File: src/core/bic_pkg.sv
// Package of constants for the bridge interrupt channel
// Contract
// The block has two two-way interrupt pins, the bus interrupt and the local one, each usable as input or output.
// A hardware interrupt input reaches the opposite pin only while its enable bit is set.
// Each forwarded hardware input records its own status bit.
// Hardware routing works one way at a time; bus-to-local and local-to-bus never run together.
// With forwarding enabled, an asserted bus interrupt asserts the local pin until it negates and its status is cleared.
// A clear of the forwarded bus interrupt status is ignored while the bus interrupt is still asserted.
// Enabled parity or system error lines assert the local pin until the source is cleared, then the status.
// An enabled local pin drives the bus interrupt; the local side negates first, then clears the status.
// An internal event raises an interrupt only while its enable bit is set.
// Each internal source drives the bus or the local pin as its direction bit says.
// Each internal source has its own readable status bit.
// Software clears the originating source first and only then the interrupt status.
// Internal sources are bus error log, master parity, local error log, four DMA events, config status, four mailboxes and local parity.
//      The code has 14 sources instead: ten event inputs plus the four mailboxes.
// An enabled mailbox raises its interrupt only when written from the opposite bus with a byte lane enabled.
// Status bits clear on a written one; a written zero leaves them.
// Interrupt outputs are active low and held while any enabled mapped source has status set.
package bic_pkg;
    localparam int          NUM_SRC      = 14;
    localparam logic [3:0]  ADR_ENABLE   = 4'h0;
    localparam logic [3:0]  ADR_STATUS   = 4'h4;
    localparam logic [3:0]  ADR_DIR      = 4'h8;
    localparam logic [3:0]  ADR_PINS     = 4'hC;
    // Hardware enable field, bit positions in the enable register
    localparam int          HW_PCI_BIT   = 16;
    localparam int          HW_PAR_BIT   = 17;
    localparam int          HW_SYS_BIT   = 18;
    localparam int          HW_LOC_BIT   = 19;
    // Mailbox direction bits sit with their sources, right above the ten event sources
    localparam int          MBOX_BIT     = 10;
    localparam logic [31:0] RESET_VALUE  = 32'h0000_0000;
endpackage : bic_pkg

File: src/core/bic_src_cell.sv
// One internal interrupt source: sticky status with enable and direction
module bic_src_cell
(
    input  wire logic clk_i,
    input  wire logic rst_i,
    input  wire logic event_i,
    input  wire logic enable_i,
    input  wire logic clear_i,
    input  wire logic dir_i,
    output logic      status_o,
    output logic      to_pci_o,
    output logic      to_local_o
);
    typedef struct packed { logic status; } bic_cell_type;
    bic_cell_type s_q, s_d;

    always_comb
    begin
        s_d = s_q;
        if (clear_i)
            s_d.status = 1'b0;
        if (event_i && enable_i)
            s_d.status = 1'b1;
    end

    always_ff @(posedge clk_i)
    begin
        if (rst_i)
            s_q <= '0;
        else
            s_q <= s_d;
    end

    assign status_o   = s_q.status;
    assign to_pci_o   = s_q.status && dir_i;
    assign to_local_o = s_q.status && !dir_i;
endmodule : bic_src_cell

File: src/core/bic_irq_channel.sv
// Bridge interrupt channel with Wishbone register slave
module bic_irq_channel
    import bic_pkg::*;
#(
    parameter int NSRC = bic_pkg::NUM_SRC
)
(
    input  wire logic               clk_i,
    input  wire logic               rst_i,
    input  wire logic               wb_cyc_i,
    input  wire logic               wb_stb_i,
    input  wire logic               wb_we_i,
    input  wire logic [3:0]         wb_adr_i,
    input  wire logic [3:0]         wb_sel_i,
    input  wire logic [31:0]        wb_dat_i,
    output logic      [31:0]        wb_dat_o,
    output logic                    wb_ack_o,
    input  wire logic               pci_irq_n_i,
    output logic                    pci_irq_n_o,
    output logic                    pci_irq_n_oe_o,
    input  wire logic               local_irq_pin_n_i,
    output logic                    local_irq_pin_n_o,
    output logic                    local_irq_pin_n_oe_o,
    input  wire logic               parity_n_i,
    input  wire logic               syserr_n_i,
    input  wire logic [NSRC-5:0]    int_event_i,
    input  wire logic [3:0]         mbox_wr_i,
    input  wire logic               mbox_from_pci_i,
    input  wire logic [3:0]         mbox_be_i
);
    import bic_pkg::*;

    typedef struct packed {
        logic [31:0] enable;
        logic [31:0] dir;
        logic [3:0]  hw_status;
        logic [31:0] rdata;
        logic        ack;
    } bic_state_type;

    bic_state_type s_q, s_d;

    logic              wr_en;
    logic              rd_en;
    logic [31:0]       wmask;
    logic [31:0]       clr_vec;
    logic [NSRC-1:0]   src_event;
    logic [NSRC-1:0]   src_status;
    logic [NSRC-1:0]   src_pci;
    logic [NSRC-1:0]   src_local;
    logic [3:0]        mbox_event;
    logic              pci_in;
    logic              loc_in;
    logic              fwd_to_local;
    logic              fwd_to_pci;
    logic              drive_pci;
    logic              drive_local;

    assign wmask   = {{8{wb_sel_i[3]}}, {8{wb_sel_i[2]}}, {8{wb_sel_i[1]}}, {8{wb_sel_i[0]}}};
    assign wr_en   = wb_cyc_i && wb_stb_i && wb_we_i && !s_q.ack;
    assign rd_en   = wb_cyc_i && wb_stb_i && !wb_we_i && !s_q.ack;
    assign clr_vec = (wr_en && wb_adr_i == ADR_STATUS) ? (wb_dat_i & wmask) : 32'h0000_0000;

    // Input pins sense the wire only while this block is not driving it
    assign pci_in  = !pci_irq_n_i && pci_irq_n_oe_o;
    assign loc_in  = !local_irq_pin_n_i && local_irq_pin_n_oe_o;

    // Mailbox writes count only from the opposite bus with a lane enabled
    always_comb
    begin
        for (int i = 0; i < 4; i++)
            mbox_event[i] = mbox_wr_i[i] && (|mbox_be_i)
                            && (mbox_from_pci_i != s_q.dir[MBOX_BIT + i]);
    end

    assign src_event = {mbox_event, int_event_i};

    genvar g;
    generate
        for (g = 0; g < NSRC; g++)
        begin : g_src
            bic_src_cell u_cell
            (
                .clk_i      (clk_i),
                .rst_i      (rst_i),
                .event_i    (src_event[g]),
                .enable_i   (s_q.enable[g]),
                .clear_i    (clr_vec[g]),
                .dir_i      (s_q.dir[g]),
                .status_o   (src_status[g]),
                .to_pci_o   (src_pci[g]),
                .to_local_o (src_local[g])
            );
        end
    endgenerate

    // Enabling local-to-bus forwarding shuts off bus-to-local routing
    assign fwd_to_pci   = s_q.enable[HW_LOC_BIT];
    assign fwd_to_local = !fwd_to_pci;

    always_comb
    begin
        s_d     = s_q;
        s_d.ack = (wb_cyc_i && wb_stb_i) && !s_q.ack;
        if (wr_en && wb_adr_i == ADR_ENABLE)
            s_d.enable = (s_q.enable & ~wmask) | (wb_dat_i & wmask);
        if (wr_en && wb_adr_i == ADR_DIR)
            s_d.dir = (s_q.dir & ~wmask) | (wb_dat_i & wmask);
        // Clear is dropped while the bus line still asserts
        if (clr_vec[HW_PCI_BIT] && !pci_in)
            s_d.hw_status[0] = 1'b0;
        if (clr_vec[HW_PAR_BIT])
            s_d.hw_status[1] = 1'b0;
        if (clr_vec[HW_SYS_BIT])
            s_d.hw_status[2] = 1'b0;
        if (clr_vec[HW_LOC_BIT])
            s_d.hw_status[3] = 1'b0;
        // Set wins over clear; lines re-set status while still asserted
        if (pci_in && s_q.enable[HW_PCI_BIT] && fwd_to_local)
            s_d.hw_status[0] = 1'b1;
        if (!parity_n_i && s_q.enable[HW_PAR_BIT] && fwd_to_local)
            s_d.hw_status[1] = 1'b1;
        if (!syserr_n_i && s_q.enable[HW_SYS_BIT] && fwd_to_local)
            s_d.hw_status[2] = 1'b1;
        if (loc_in && fwd_to_pci)
            s_d.hw_status[3] = 1'b1;
        if (rd_en)
        begin
            if (wb_adr_i == ADR_ENABLE)
                s_d.rdata = s_q.enable;
            else if (wb_adr_i == ADR_STATUS)
                s_d.rdata = {12'h000, s_q.hw_status,
                             {(16-NSRC){1'b0}}, src_status};
            else if (wb_adr_i == ADR_DIR)
                s_d.rdata = s_q.dir;
            else if (wb_adr_i == ADR_PINS)
                s_d.rdata = {28'h000_0000, drive_local, drive_pci, loc_in, pci_in};
            else
                s_d.rdata = 32'h0000_0000;
        end
    end

    always_ff @(posedge clk_i)
    begin
        if (rst_i)
        begin
            s_q.enable    <= RESET_VALUE;
            s_q.dir       <= RESET_VALUE;
            s_q.hw_status <= 4'h0;
            s_q.rdata     <= RESET_VALUE;
            s_q.ack       <= 1'b0;
        end
        else
            s_q <= s_d;
    end

    // Active low outputs held by any pending mapped source
    assign drive_local = (|src_local) || (|s_q.hw_status[2:0]) ;
    assign drive_pci   = (|src_pci) || s_q.hw_status[3];

    assign pci_irq_n_o          = 1'b0;
    assign pci_irq_n_oe_o       = !drive_pci;
    assign local_irq_pin_n_o    = 1'b0;
    assign local_irq_pin_n_oe_o = !drive_local;
    assign wb_dat_o             = s_q.rdata;
    assign wb_ack_o             = s_q.ack;

    chk_ack_one_cycle: assert property (@(posedge clk_i) disable iff (rst_i)
        s_q.ack |=> !s_q.ack) else $error("ack held too long");
    chk_pci_clear_ignored: assert property (@(posedge clk_i) disable iff (rst_i)
        (s_q.hw_status[0] && pci_in) |=> s_q.hw_status[0])
        else $error("bus status cleared while line asserted");
    chk_local_held: assert property (@(posedge clk_i) disable iff (rst_i)
        s_q.hw_status[0] |-> !local_irq_pin_n_oe_o)
        else $error("local pin not driven");
    chk_one_direction: assert property (@(posedge clk_i) disable iff (rst_i)
        !(s_q.hw_status[3] && $rose(s_q.hw_status[0])))
        else $error("both routing directions active");
    chk_loc_fwd: assert property (@(posedge clk_i) disable iff (rst_i)
        (loc_in && fwd_to_pci) |=> !pci_irq_n_oe_o)
        else $error("local interrupt not forwarded");
    chk_enable_gate: assert property (@(posedge clk_i) disable iff (rst_i)
        (!s_q.enable[HW_PAR_BIT] && !s_q.hw_status[1]) |=> !s_q.hw_status[1])
        else $error("disabled parity line set status");
    chk_err_set: assert property (@(posedge clk_i) disable iff (rst_i)
        (!syserr_n_i && s_q.enable[HW_SYS_BIT] && fwd_to_local) |=> s_q.hw_status[2])
        else $error("system error not recorded");
    chk_src_pci: assert property (@(posedge clk_i) disable iff (rst_i)
        (src_status[0] && s_q.dir[0]) |-> !pci_irq_n_oe_o)
        else $error("mapped source not on bus pin");
    cov_pci_fwd: cover property (@(posedge clk_i) $rose(s_q.hw_status[0]));
    cov_loc_fwd: cover property (@(posedge clk_i) $rose(s_q.hw_status[3]));
    cov_mbox: cover property (@(posedge clk_i) |mbox_event);
endmodule : bic_irq_channel

File: config.mk
export PLATFORM = sky130hd
export DESIGN_NAME = bic_irq_channel
export DESIGN_NICKNAME = d
export VERILOG_FILES = /design/src/core/bic_pkg.sv /design/src/core/bic_src_cell.sv /design/src/core/bic_irq_channel.sv
export SDC_FILE = /design/constraint.sdc
export NUM_CORES = 1
export LEC_CHECK = 0
export BUFFER_PORTS_ARGS = -buffer_cell sky130_fd_sc_hd__buf_2
export CAP_MARGIN = 10
export CORE_MARGIN = 2
export CORE_UTILIZATION = 35
export CTS_CLUSTER_SIZE = 28
export DETAILED_ROUTE_END_ITERATION = 10
export SLEW_MARGIN = 5
export SYNTH_ARGS = -nofsm -noshare
export SYNTH_HDL_FRONTEND = slang
export SYNTH_SLANG_ARGS = --single-unit
File: constraint.sdc
create_clock -name clk_i -period 2.7 [get_ports clk_i]
set_input_delay 0.54 -clock clk_i [delete_from_list [all_inputs] [get_ports clk_i]]
set_output_delay 0.54 -clock clk_i [all_outputs]
set_load 0.005 [all_outputs]
=== Word-level counts from Yosys, hierarchy flattened ===
Index checks and enable logic that the tools add are counted.

* Bitwise gates (word level): 6
* Multiplexer cells: 41
* Eq/ne operators: 7
* Reductions and logical operators: 118

{| class="wikitable"
|+ Operator list
! kind !! number
|-
| 32-bit AND || 3
|-
| 32-bit 2-to-1 mux || 3
|-
| 1-bit logical AND || 69
|-
| 32-bit OR || 2
|-
| 1-bit 2-to-1 mux || 36
|-
| 2-bit nonzero test || 18
|-
| 32-bit NOT || 1
|-
| 14-bit OR reduction || 2
|-
| 1-bit logical NOT || 24
|-
| 20-bit 2-to-1 mux || 1
|-
| 4-bit == test, second input constant || 2
|-
| 4-bit by 3-bit == test with 1-bit output, second input constant || 1
|-
| 4-bit logical NOT || 1
|-
| 4-bit 2-to-1 mux || 1
|-
| 1-bit inequality test || 4
|-
| 4-bit OR reduction || 1
|-
| 3-bit OR reduction || 1
|-
| 1-bit logical OR || 2
|}

* Flip-flop bits (word level): 115

=== Depth between registers and ports, before layout ===
Gate-level depths: netlist (run 1).

* Depth after elaboration: 10
* Depth in mapped cells: 7
* Mapped depth without buffers: 5

=== Modules after synthesis ===
Synthesis (run 1) repeated with hierarchy kept, for this count alone.

* Cell total of the unflattened synthesis: 593
* Area, all modules: 5479.0 sq um

{| class="wikitable"
|+ Modules (own cells, without submodules)
! module !! seq. area each (sq um) !! times used !! area each (sq um) !! cells an instance
|-
| bic_irq_channel || 2021.9 || 1 || 4760.8 || 509
|-
| bic_src_cell || 20.0 || 14 || 51.3 || 6
|}

=== Worst setup path after synthesis (run 1) ===
OpenSTA, ideal clock, no wires.

* Kind: input -> register
* Start point: in wb_adr_i[3]
* End point: reg s_q, in the netlist wb_dat_o[22]
* Library setup time: 0.128 ns
* Path slack: 0.991 ns
* Arrival: 1.581 ns
* Stages on the path: 5
* Buffers on the path: 2
* Path through: buf_4 clkbuf_1 mux2_2 a22oi_1 nor2_1

* Cells in the longest elaborated chain, start to end: 4
* Elaborated cells on any way between the ends: 6
* Those cells by class: 2 x eq/ne; 3 x mux; 1 x reduce/logical

{| class="wikitable"
|+ Ends and longest elaborated chain
! element !! RTL line !! RTL
|-
| start: declaration || bic_irq_channel.sv:13 || <nowiki>input wire logic [3:0] wb_adr_i,</nowiki>
|-
| 4-bit == test || bic_irq_channel.sv:134 || <nowiki>else if (wb_adr_i == ADR_DIR)</nowiki>
|-
| 32-bit 2-to-1 mux || bic_irq_channel.sv:134 ||
|-
| 32-bit 2-to-1 mux || bic_irq_channel.sv:131 || <nowiki>else if (wb_adr_i == ADR_STATUS)</nowiki>
|-
| 32-bit 2-to-1 mux * || bic_irq_channel.sv:129 || <nowiki>if (wb_adr_i == ADR_ENABLE)</nowiki>
|-
| end: declaration || bic_irq_channel.sv:41 || <nowiki>bic_state_type s_q, s_d;</nowiki>
|}

Mark *: on every way between the ends. The rest lies on a longest branch, timed or not.
A chain may end at the register's enable or synchronous reset.

=== Worst setup path after layout (run 1) ===
* Start point: reg s_q[33] in the netlist's numbering
* End point: out local_irq_pin_n_oe_o

* Cells in the longest elaborated chain, start to end: 3

{| class="wikitable"
|+ Ends and longest elaborated chain
! element !! RTL line !! RTL
|-
| 3-bit OR reduction || bic_irq_channel.sv:158 || <nowiki>assign drive_local = (|src_local) || (|s_q.hw_status[2:0]) ;</nowiki>
|-
| 1-bit logical OR || bic_irq_channel.sv:158 ||
|-
| 1-bit logical NOT || bic_irq_channel.sv:164 || <nowiki>assign local_irq_pin_n_oe_o = !drive_local;</nowiki>
|-
| end: declaration || bic_irq_channel.sv:23 || <nowiki>output logic local_irq_pin_n_oe_o,</nowiki>
|}

Every way passes these cells.

==> results_dict.tcl, run 1 <==
set metrics [dict create \
    grt_first_pass_wirelength_mm 24.0 \
    ys_ff_latch 115 \
    rrSetupSlack_ns 0.72 \
    postSynthCellCount 657 \
    nNetsFinal 783 \
    vias 4762 \
    grt_pass1_vias 4584 \
    numCtsBuffers 17 \
    first_iter_violations 287 \
    cts_root_buf "clkbuf_16" \
    tightest_slew_ns 0.643 \
    drv_cap 0 \
    synth_ff_type "dfxtp_1" \
    swShare_pct 20.7 \
    cp-end-kind "primary output" \
    p_leak_nw 2.44 \
    p_total_mw 4.36 \
    cts_resized 0 \
    reg2regPathDepth 4 \
    path_clk_slew_ns 0.05 \
    hold_depth 2 \
    async_flop_share_pct 0 \
    syn_area_per_cell_um2 8.11 \
    clk_latency_ns 0.41 \
    critPathMaxFanout 4 \
    slew_headroom_pct 57.1 \
    rsz0062_at_grt "false" \
    outcome "complete, no violations" \
    ctsHoldBuffers 0 \
    ant_nets 0 \
    whs_ns 0.361 \
    h-tree-depth 4 \
    synth.area.top_cells "dfxtp_1, nand2_1, a21oi_1" \
    postCtsSetupBuffers 0 \
    drc 0 \
    final.setup_skew_ns 0.00842 \
    critical_path_required_ns 2.16 \
    yosysTopAreaCell "dfxtp_1" \
    cts_buffer_depth 2 \
    initial_core_util_pct 35.5 \
    wl_met3_um 662 \
    routed_wirelength_mm 15.0 \
    ys_seq_area_share_pct 43.2 \
    overflow 0 \
    switchingPower_mw 0.905 \
    r2r_end "g_src[6].u_cell.status_o$_SDFFE_PP0P_" \
    hold-path-endpoint "wb_dat_o[1]$_SDFFE_PP0P_" \
    die_h_um 127 \
    synth.yosys.warnings 0 \
    finalHoldViolCount 0 \
    wl_met2_mm 6.83 \
    area_growth_syn_to_layout_pct 19.7 \
    synth_edf_count 0 \
    top_layer_used "met4" \
    hold_start "local_irq_pin_n_i" \
    die_area_um2 16200 \
    clock_sinks 115 \
    synth_top_area_share_pct 43.2 \
    core_area_um2 15000 \
    m1WireLength_mm 7.20 \
    firstDrtPassIters 5 \
    num_rows 45 \
    layout_commonest_cell "nand2_1" \
    pwr-share-comb_pct 4.7 \
    cts_tree "built" \
    r2r-start "wb_ack_o$_SDFF_PP0_" \
    fmax_mhz 396 \
    diodes 0 \
    antenna_found_initial 0 \
    min_period_over_period_pct 93.6 \
    die_x_um 127 \
    power_frac_clock_pct 56.2 \
    finalCriticalPeriod_ns 2.53 \
    hp-class "in -> reg" \
    grt_max_degree 51 \
    drive_gt1_share_pct 22.8 \
    seqPwrFrac_pct 39.1 \
    arrival_ns 1.99 \
    ys_types 42 \
    cp-start-kind "register" \
    crit_type "reg -> out" \
    peakVddDrop_mv 0.402 \
    grtUsageTotal_pct 18.7 \
    power.internal_mw 3.46 \
    vias_per_cell 5.20 \
    setup_tns_ns 0 \
    gp_congestion 0.830 \
    boundaryPins 105 \
    powerDensity_nw_per_um2 684 \
    place_hpwl_mm 10.6 \
    finalSetupViolations 0 \
    synthesis.area_um2 5330 \
    most-common-layout-cells "nand2_1, dfxtp_1, buf_2, a21oi_1" \
    maxSlewViolCount 0 \
    routedWlPerCell_um 16.3 \
    place.port_buffers 102 \
]
## cell usage after synthesis, types with 16 or more instances
cell type and n:
a21oi_1 87, mux2i_1 17, nor2_1 32, a22oi_1 32
clkbuf_1 20, buf_4 36, o2bb2ai_1 16, nand4_1 16
buf_2 18, dfxtp_1 115, o21ai_0 20, nand2_1 163
## per-layer routing
layer	track usage [%]	vias to the layer above
met1	25.6	2263
li1	-	2364
met5	0	-
met4	6.85	0
met2	29.0	118
met3	4.02	17
## cell type report
class / instances / area [µm²]
clock inverters: 9 / 176
fillers: 1525 / 8650
multi-input cells: 453 / 2540
well taps: 188 / 235
clock buffers: 23 / 468
flip-flops and latches: 115 / 2300
inverters: 12 / 45.0
repair buffers: 116 / 618
## metrics by stage
stage / std cells / utilization, % / setup WS, ns / instance area, µm²
3_3_place_gp: 884 / 38.2 / 0.476 / 5740
5_1_grt: 916 / 42.5 / 0.0836 / 6380
6_report: 916 / 42.5 / 0.173 / 6380
4_1_cts: 916 / 42.5 / 0.169 / 6380
3_5_place_dp: 884 / 38.2 / 0.478 / 5740
2_1_floorplan: 658 / - / 0.991 / 5340
## logic make-up (layout without fill, tap and decap cells)
| kind of cell | count (synthesis) | count (layout) | synth area share, % |
|---|---|---|---|
| other | 1 | 2 | 0.0703 |
| and+or+nand+nor | 245 | 245 | 20.5 |
| xor gates and xnor gates | 4 | 4 | 0.657 |
| DFF | 115 | 115 | 43.2 |
| buffers and inverters | 90 | 160 | 9.36 |
| AOI/OAI and AO/OA | 171 | 171 | 20.1 |
| muxes | 31 | 31 | 6.15 |
## worst max-delay path by stage
stage                         startpoint                        end  slack, ns
finish              s_q[33]$_SDFFE_PP0P_       local_irq_pin_n_oe_o       0.17
global route                    register       local_irq_pin_n_oe_o       0.08
CTS                 s_q[33]$_SDFFE_PP0P_       local_irq_pin_n_oe_o       0.17
detailed placement           wb_adr_i[3]                   register       0.48
global placement             wb_adr_i[3]                   register       0.48
floorplan                    wb_adr_i[3]  wb_dat_o[22]$_SDFFE_PP0P_       0.99
## power groups by stage
stage          registers, mW  logic, mW  clock network (mW)
4_1_cts                 1.71      0.206                2.48
2_1_floorplan           1.74      0.103                   0
5_1_grt                 1.71      0.225                2.57
6_report                1.71      0.207                2.45
3_5_place_dp            1.74      0.206                   0
3_3_place_gp            1.74      0.205                   0
## worst max-delay path: stages (launching register included)
cell and delay [ns]:
dfxtp_1 0.33, or3_1 0.43, a221oi_1 0.27, nand4_1 0.24, inv_1 0.16, buf_2 0.15
Note: power is estimated with default switching activity, not from simulation.
==> run 2: changes to the inputs <==
--- a/config.mk
+++ b/config.mk
@@ -9,6 +9,7 @@
 export CAP_MARGIN = 10
 export CORE_MARGIN = 2
 export CORE_UTILIZATION = 35
+export CTS_BUF_LIST = sky130_fd_sc_hd__clkbuf_16
 export CTS_CLUSTER_SIZE = 28
 export DETAILED_ROUTE_END_ITERATION = 10
 export SLEW_MARGIN = 5
==> run 2 against run 1 <==
Cell area is 0.31% lower. Die area stayed put. Combinational power hardly changed. First-iteration DRC count is 2.1% higher. Non-clock buffer count stayed put. Count of clock-buffer cells in the layout is 6 lower. Critical endpoint unchanged. Largest power group unchanged. Highest routed layer unchanged.
==> results_dict.tcl, run 2 (synthesis results as in run 1) <==
set metrics [dict create \
    drc 0 \
    place.port_buffers 102 \
    numCtsBuffers 17 \
    critPathMaxFanout 4 \
    whs_ns 0.364 \
    area_growth_syn_to_layout_pct 19.4 \
    most-common-layout-cells "nand2_1, dfxtp_1, buf_2, a21oi_1" \
    die_h_um 127 \
    ant_nets 0 \
    peakVddDrop_mv 0.397 \
    h-tree-depth 4 \
    layout.filler_cells 1529 \
    setup_tns_ns 0 \
    firstDrtPassIters 5 \
    min_period_over_period_pct 93.5 \
    cts_root_buf "clkbuf_16" \
    p_leak_nw 2.45 \
    rsz0062_at_grt "false" \
    outcome "complete, no violations" \
    final_area_um2 6360 \
    crit_type "reg -> out" \
    core_area_um2 15000 \
    cts_resized 0 \
    clk_latency_ns 0.40 \
    slew_headroom_pct 57.2 \
    cp-end-kind "primary output" \
    cp-start-kind "register" \
    die_x_um 127 \
    postCtsSetupBuffers 0 \
    finalCriticalPeriod_ns 2.52 \
    antenna_found_initial 0 \
    ctsHoldBuffers 0 \
    postLayoutCoreUtil_pct 42.3 \
    cts_tree "built" \
    placed_cell_area_um2 5740 \
    cts_buffer_depth 2 \
    arrival_ns 1.98 \
    place_hpwl_mm 10.6 \
    diodes 0 \
    num_rows 45 \
    die_area_um2 16200 \
    p_total_mw 4.29 \
    path_clk_slew_ns 0.05 \
    fmax_mhz 396 \
    first_iter_violations 293 \
    vias_per_cell 5.20 \
    nNetsFinal 783 \
    drv_cap 0 \
    final.setup_skew_ns 0.00679 \
    grtUsageTotal_pct 18.7 \
    maxSlewViolCount 0 \
    gp_congestion 0.830 \
    routed_wirelength_mm 14.9 \
    layout_commonest_cell "nand2_1" \
    critical_path_required_ns 2.16 \
    vias 4759 \
    routedWlPerCell_um 16.2 \
    grt_first_pass_wirelength_mm 24.0 \
    grt_max_degree 51 \
    boundaryPins 105 \
    initial_core_util_pct 35.5 \
    powerDensity_nw_per_um2 673 \
    hp-class "in -> reg" \
    clock_sinks 115 \
    tightest_slew_ns 0.640 \
    overflow 0 \
    finalHoldViolCount 0 \
    finalSetupViolations 0 \
    grt_pass1_vias 4592 \
    drive_gt1_share_pct 22.5 \
]
[run 2: path summary, 6_finish.rpt]
check	start	to	slack, ns	cells after the start
hold reg to reg	register	register	0.45	2
setup reg to reg	wb_ack_o$_SDFF_PP0_	g_src[6].u_cell.status_o$_SDFFE_PP0P_	0.74	4
hold / removal	local_irq_pin_n_i	wb_dat_o[1]$_SDFFE_PP0P_	0.36	2
setup / recovery	s_q[33]$_SDFFE_PP0P_	local_irq_pin_n_oe_o	0.18	5
[run 2: power breakdown]
part           switching (mW)  leakage, nW  internal, mW
combinational           0.136         1.20        0.0708
clock                   0.760        0.317          1.61
sequential            0.00337        0.926          1.70
total                   0.899         2.45          3.39
[run 2: critical path, cell delays in order (launching register included)]
cell and delay (ns):
dfxtp_1 0.33, or3_1 0.43, a221oi_1 0.26, nand4_1 0.24, inv_1 0.16, buf_2 0.15
[run 2: layer usage]
layer	vias to the layer above	global-route usage, %	share of wire [%]
li1	2364	-	-
met1	2260	25.6	48
met2	118	29.0	45
met3	17	4.02	4.3
met4	0	6.66	1.8
met5	-	0	0
[run 2: per-stage QoR]
step	instances	setup WS, ns
6_report	916	0.176
5_1_grt	916	0.0846
4_1_cts	916	0.170
3_5_place_dp	884	0.478
3_3_place_gp	884	0.476
2_1_floorplan	658	0.991
[run 2: area by class of cell]
cell class / instances / area, µm² / share of cell area (%)
clock buffers: 17 / 425 / 6.69
well taps: 188 / 235 / 3.70
multi-input cells: 453 / 2540 / 39.9
flip-flops and latches: 115 / 2300 / 36.2
repair buffers: 116 / 618 / 9.71
inverters: 12 / 45.0 / 0.708
clock inverters: 15 / 199 / 3.13
==> run 3: changes to the inputs <==
--- a/config.mk
+++ b/config.mk
@@ -8,10 +8,11 @@
 export BUFFER_PORTS_ARGS = -buffer_cell sky130_fd_sc_hd__buf_2
 export CAP_MARGIN = 10
 export CORE_MARGIN = 2
-export CORE_UTILIZATION = 35
+export CORE_UTILIZATION = 59
 export CTS_BUF_LIST = sky130_fd_sc_hd__clkbuf_16
 export CTS_CLUSTER_SIZE = 28
 export DETAILED_ROUTE_END_ITERATION = 10
+export PLACE_DENSITY = 0.85
 export SLEW_MARGIN = 5
 export SYNTH_ARGS = -nofsm -noshare
 export SYNTH_HDL_FRONTEND = slang
==> run 3 against run 2 <==
Combinational power about the same. Clock power decreased by 5%. Critical path type unchanged. Wire length grew 0.27%. Cell count fell by 9.0%. Via count rose by 6.1%. Largest cell class unchanged.
==> results_dict.tcl, run 3 (synthesis results as in run 1) <==
set metrics [dict create \
    cp-start-kind "register" \
    die_h_um 99.1 \
    rsz0062_at_grt "false" \
    drive_gt1_share_pct 23.0 \
    cts_buffer_depth 2 \
    pwr-share-comb_pct 4.9 \
    gp_congestion 0.867 \
    swShare_pct 22.7 \
    outcome "complete, no violations" \
    h-tree-depth 4 \
    clk_latency_ns 0.41 \
    crit_type "reg -> out" \
    routedWlPerCell_um 17.9 \
    min_period_over_period_pct 93.3 \
    final_area_um2 6220 \
    die_x_um 99.1 \
    clock_sinks 115 \
    die_area_um2 9810 \
    drv_cap 0 \
    m1WireLength_mm 6.22 \
    grt_first_pass_wirelength_mm 23.9 \
    cts_resized 0 \
    postCtsSetupBuffers 0 \
    antenna_found_initial 0 \
    diodes 0 \
    powerDensity_nw_per_um2 668 \
    peakVddDrop_mv 0.417 \
    nNetsFinal 782 \
    first_iter_violations 343 \
    vias_per_cell 6.05 \
    hp-class "in -> reg" \
    grt_pass1_vias 4960 \
    ctsHoldBuffers 0 \
    placed_cell_area_um2 5630 \
    numCtsBuffers 17 \
    path_clk_slew_ns 0.05 \
    top_layer_used "met4" \
    p_total_mw 4.15 \
    final.setup_skew_ns 0.00704 \
    core_area_um2 8760 \
    boundaryPins 105 \
    most-common-layout-cells "nand2_1, dfxtp_1, buf_2, a21oi_1" \
    setup_slack_ns 0.182 \
    grtUsageTotal_pct 30.7 \
    dp_slack_ns 0.530 \
    drc 0 \
    cp-end-kind "primary output" \
    grt_max_degree 45 \
    wl_met2_mm 7.04 \
    firstDrtPassIters 5 \
    vias 5049 \
    switchingPower_mw 0.943 \
    fin_cells 834 \
    place.port_buffers 102 \
    num_rows 34 \
    tightest_slew_ns 0.654 \
    arrival_ns 1.98 \
    initial_core_util_pct 60.8 \
    maxSlewViolCount 0 \
    placed_cells 803 \
    fmax_mhz 397 \
    setup_tns_ns 0 \
    wl_met3_mm 1.42 \
    place_hpwl_mm 9.67 \
    routed_wirelength_mm 14.9 \
    finalHoldViolCount 0 \
    cts_tree "built" \
    critical_path_required_ns 2.16 \
    cts_root_buf "clkbuf_16" \
    critPathMaxFanout 5 \
    p_leak_nw 2.40 \
    finalCriticalPeriod_ns 2.52 \
    ant_nets 0 \
    slew_headroom_pct 56.2 \
    power.internal_mw 3.21 \
    layout_commonest_cell "nand2_1" \
    area_growth_syn_to_layout_pct 16.6 \
    seqPwrFrac_pct 41.1 \
    overflow 0 \
    finalSetupViolations 0 \
    power_frac_clock_pct 54.0 \
]
-- run 3: power by group through the flow --
stage	Clock [mW]	Combinational, mW	Sequential [mW]
floorplan	0	0.103	1.74
global placement	0	0.190	1.74
detailed placement	0	0.195	1.74
CTS	2.24	0.197	1.71
global route	2.33	0.217	1.71
finish	2.24	0.203	1.71
-- run 3: per-layer routing --
layer / vias to the layer above / GRT usage [%]
met1: 2382 / 39.7
met4: 0 / 14.1
met5: - / 0
met2: 271 / 48.5
li1: 2367 / -
met3: 29 / 7.59
-- run 3: stage by stage --
step	utilization [%]	hold WS [ns]
3_5_place_dp	64.2	0.439
5_1_grt	70.9	0.360
3_3_place_gp	64.2	0.434
6_report	70.9	0.365
2_1_floorplan	-	0.428
4_1_cts	70.9	0.358
-- run 3: critical path, cell delays in order (launching register included) --
cell	delay, ns
dfxtp_1	0.43
inv_1	0.06
a2111oi_0	0.52
nand4_1	0.26
inv_1	0.16
buf_2	0.14
-- run 3: final cells by class --
type | instances | area (µm²)
well taps | 108 | 135
flip-flops and latches | 115 | 2300
multi-input cells | 453 | 2530
clock buffers | 17 | 425
fillers | 642 | 2550
inverters | 12 | 45.0
clock inverters | 14 | 165
repair buffers | 115 | 611
-- run 3: worst paths after layout --
check / start / to / slack (ns) / cells after the start
min reg2reg: register / register / 0.45 / 2
max reg2reg: wb_ack_o$_SDFF_PP0_ / register / 0.68 / 4
max: register / local_irq_pin_n_oe_o / 0.18 / 5
min: local_irq_pin_n_i / s_q[36]$_SDFFE_PP0P_ / 0.36 / 2
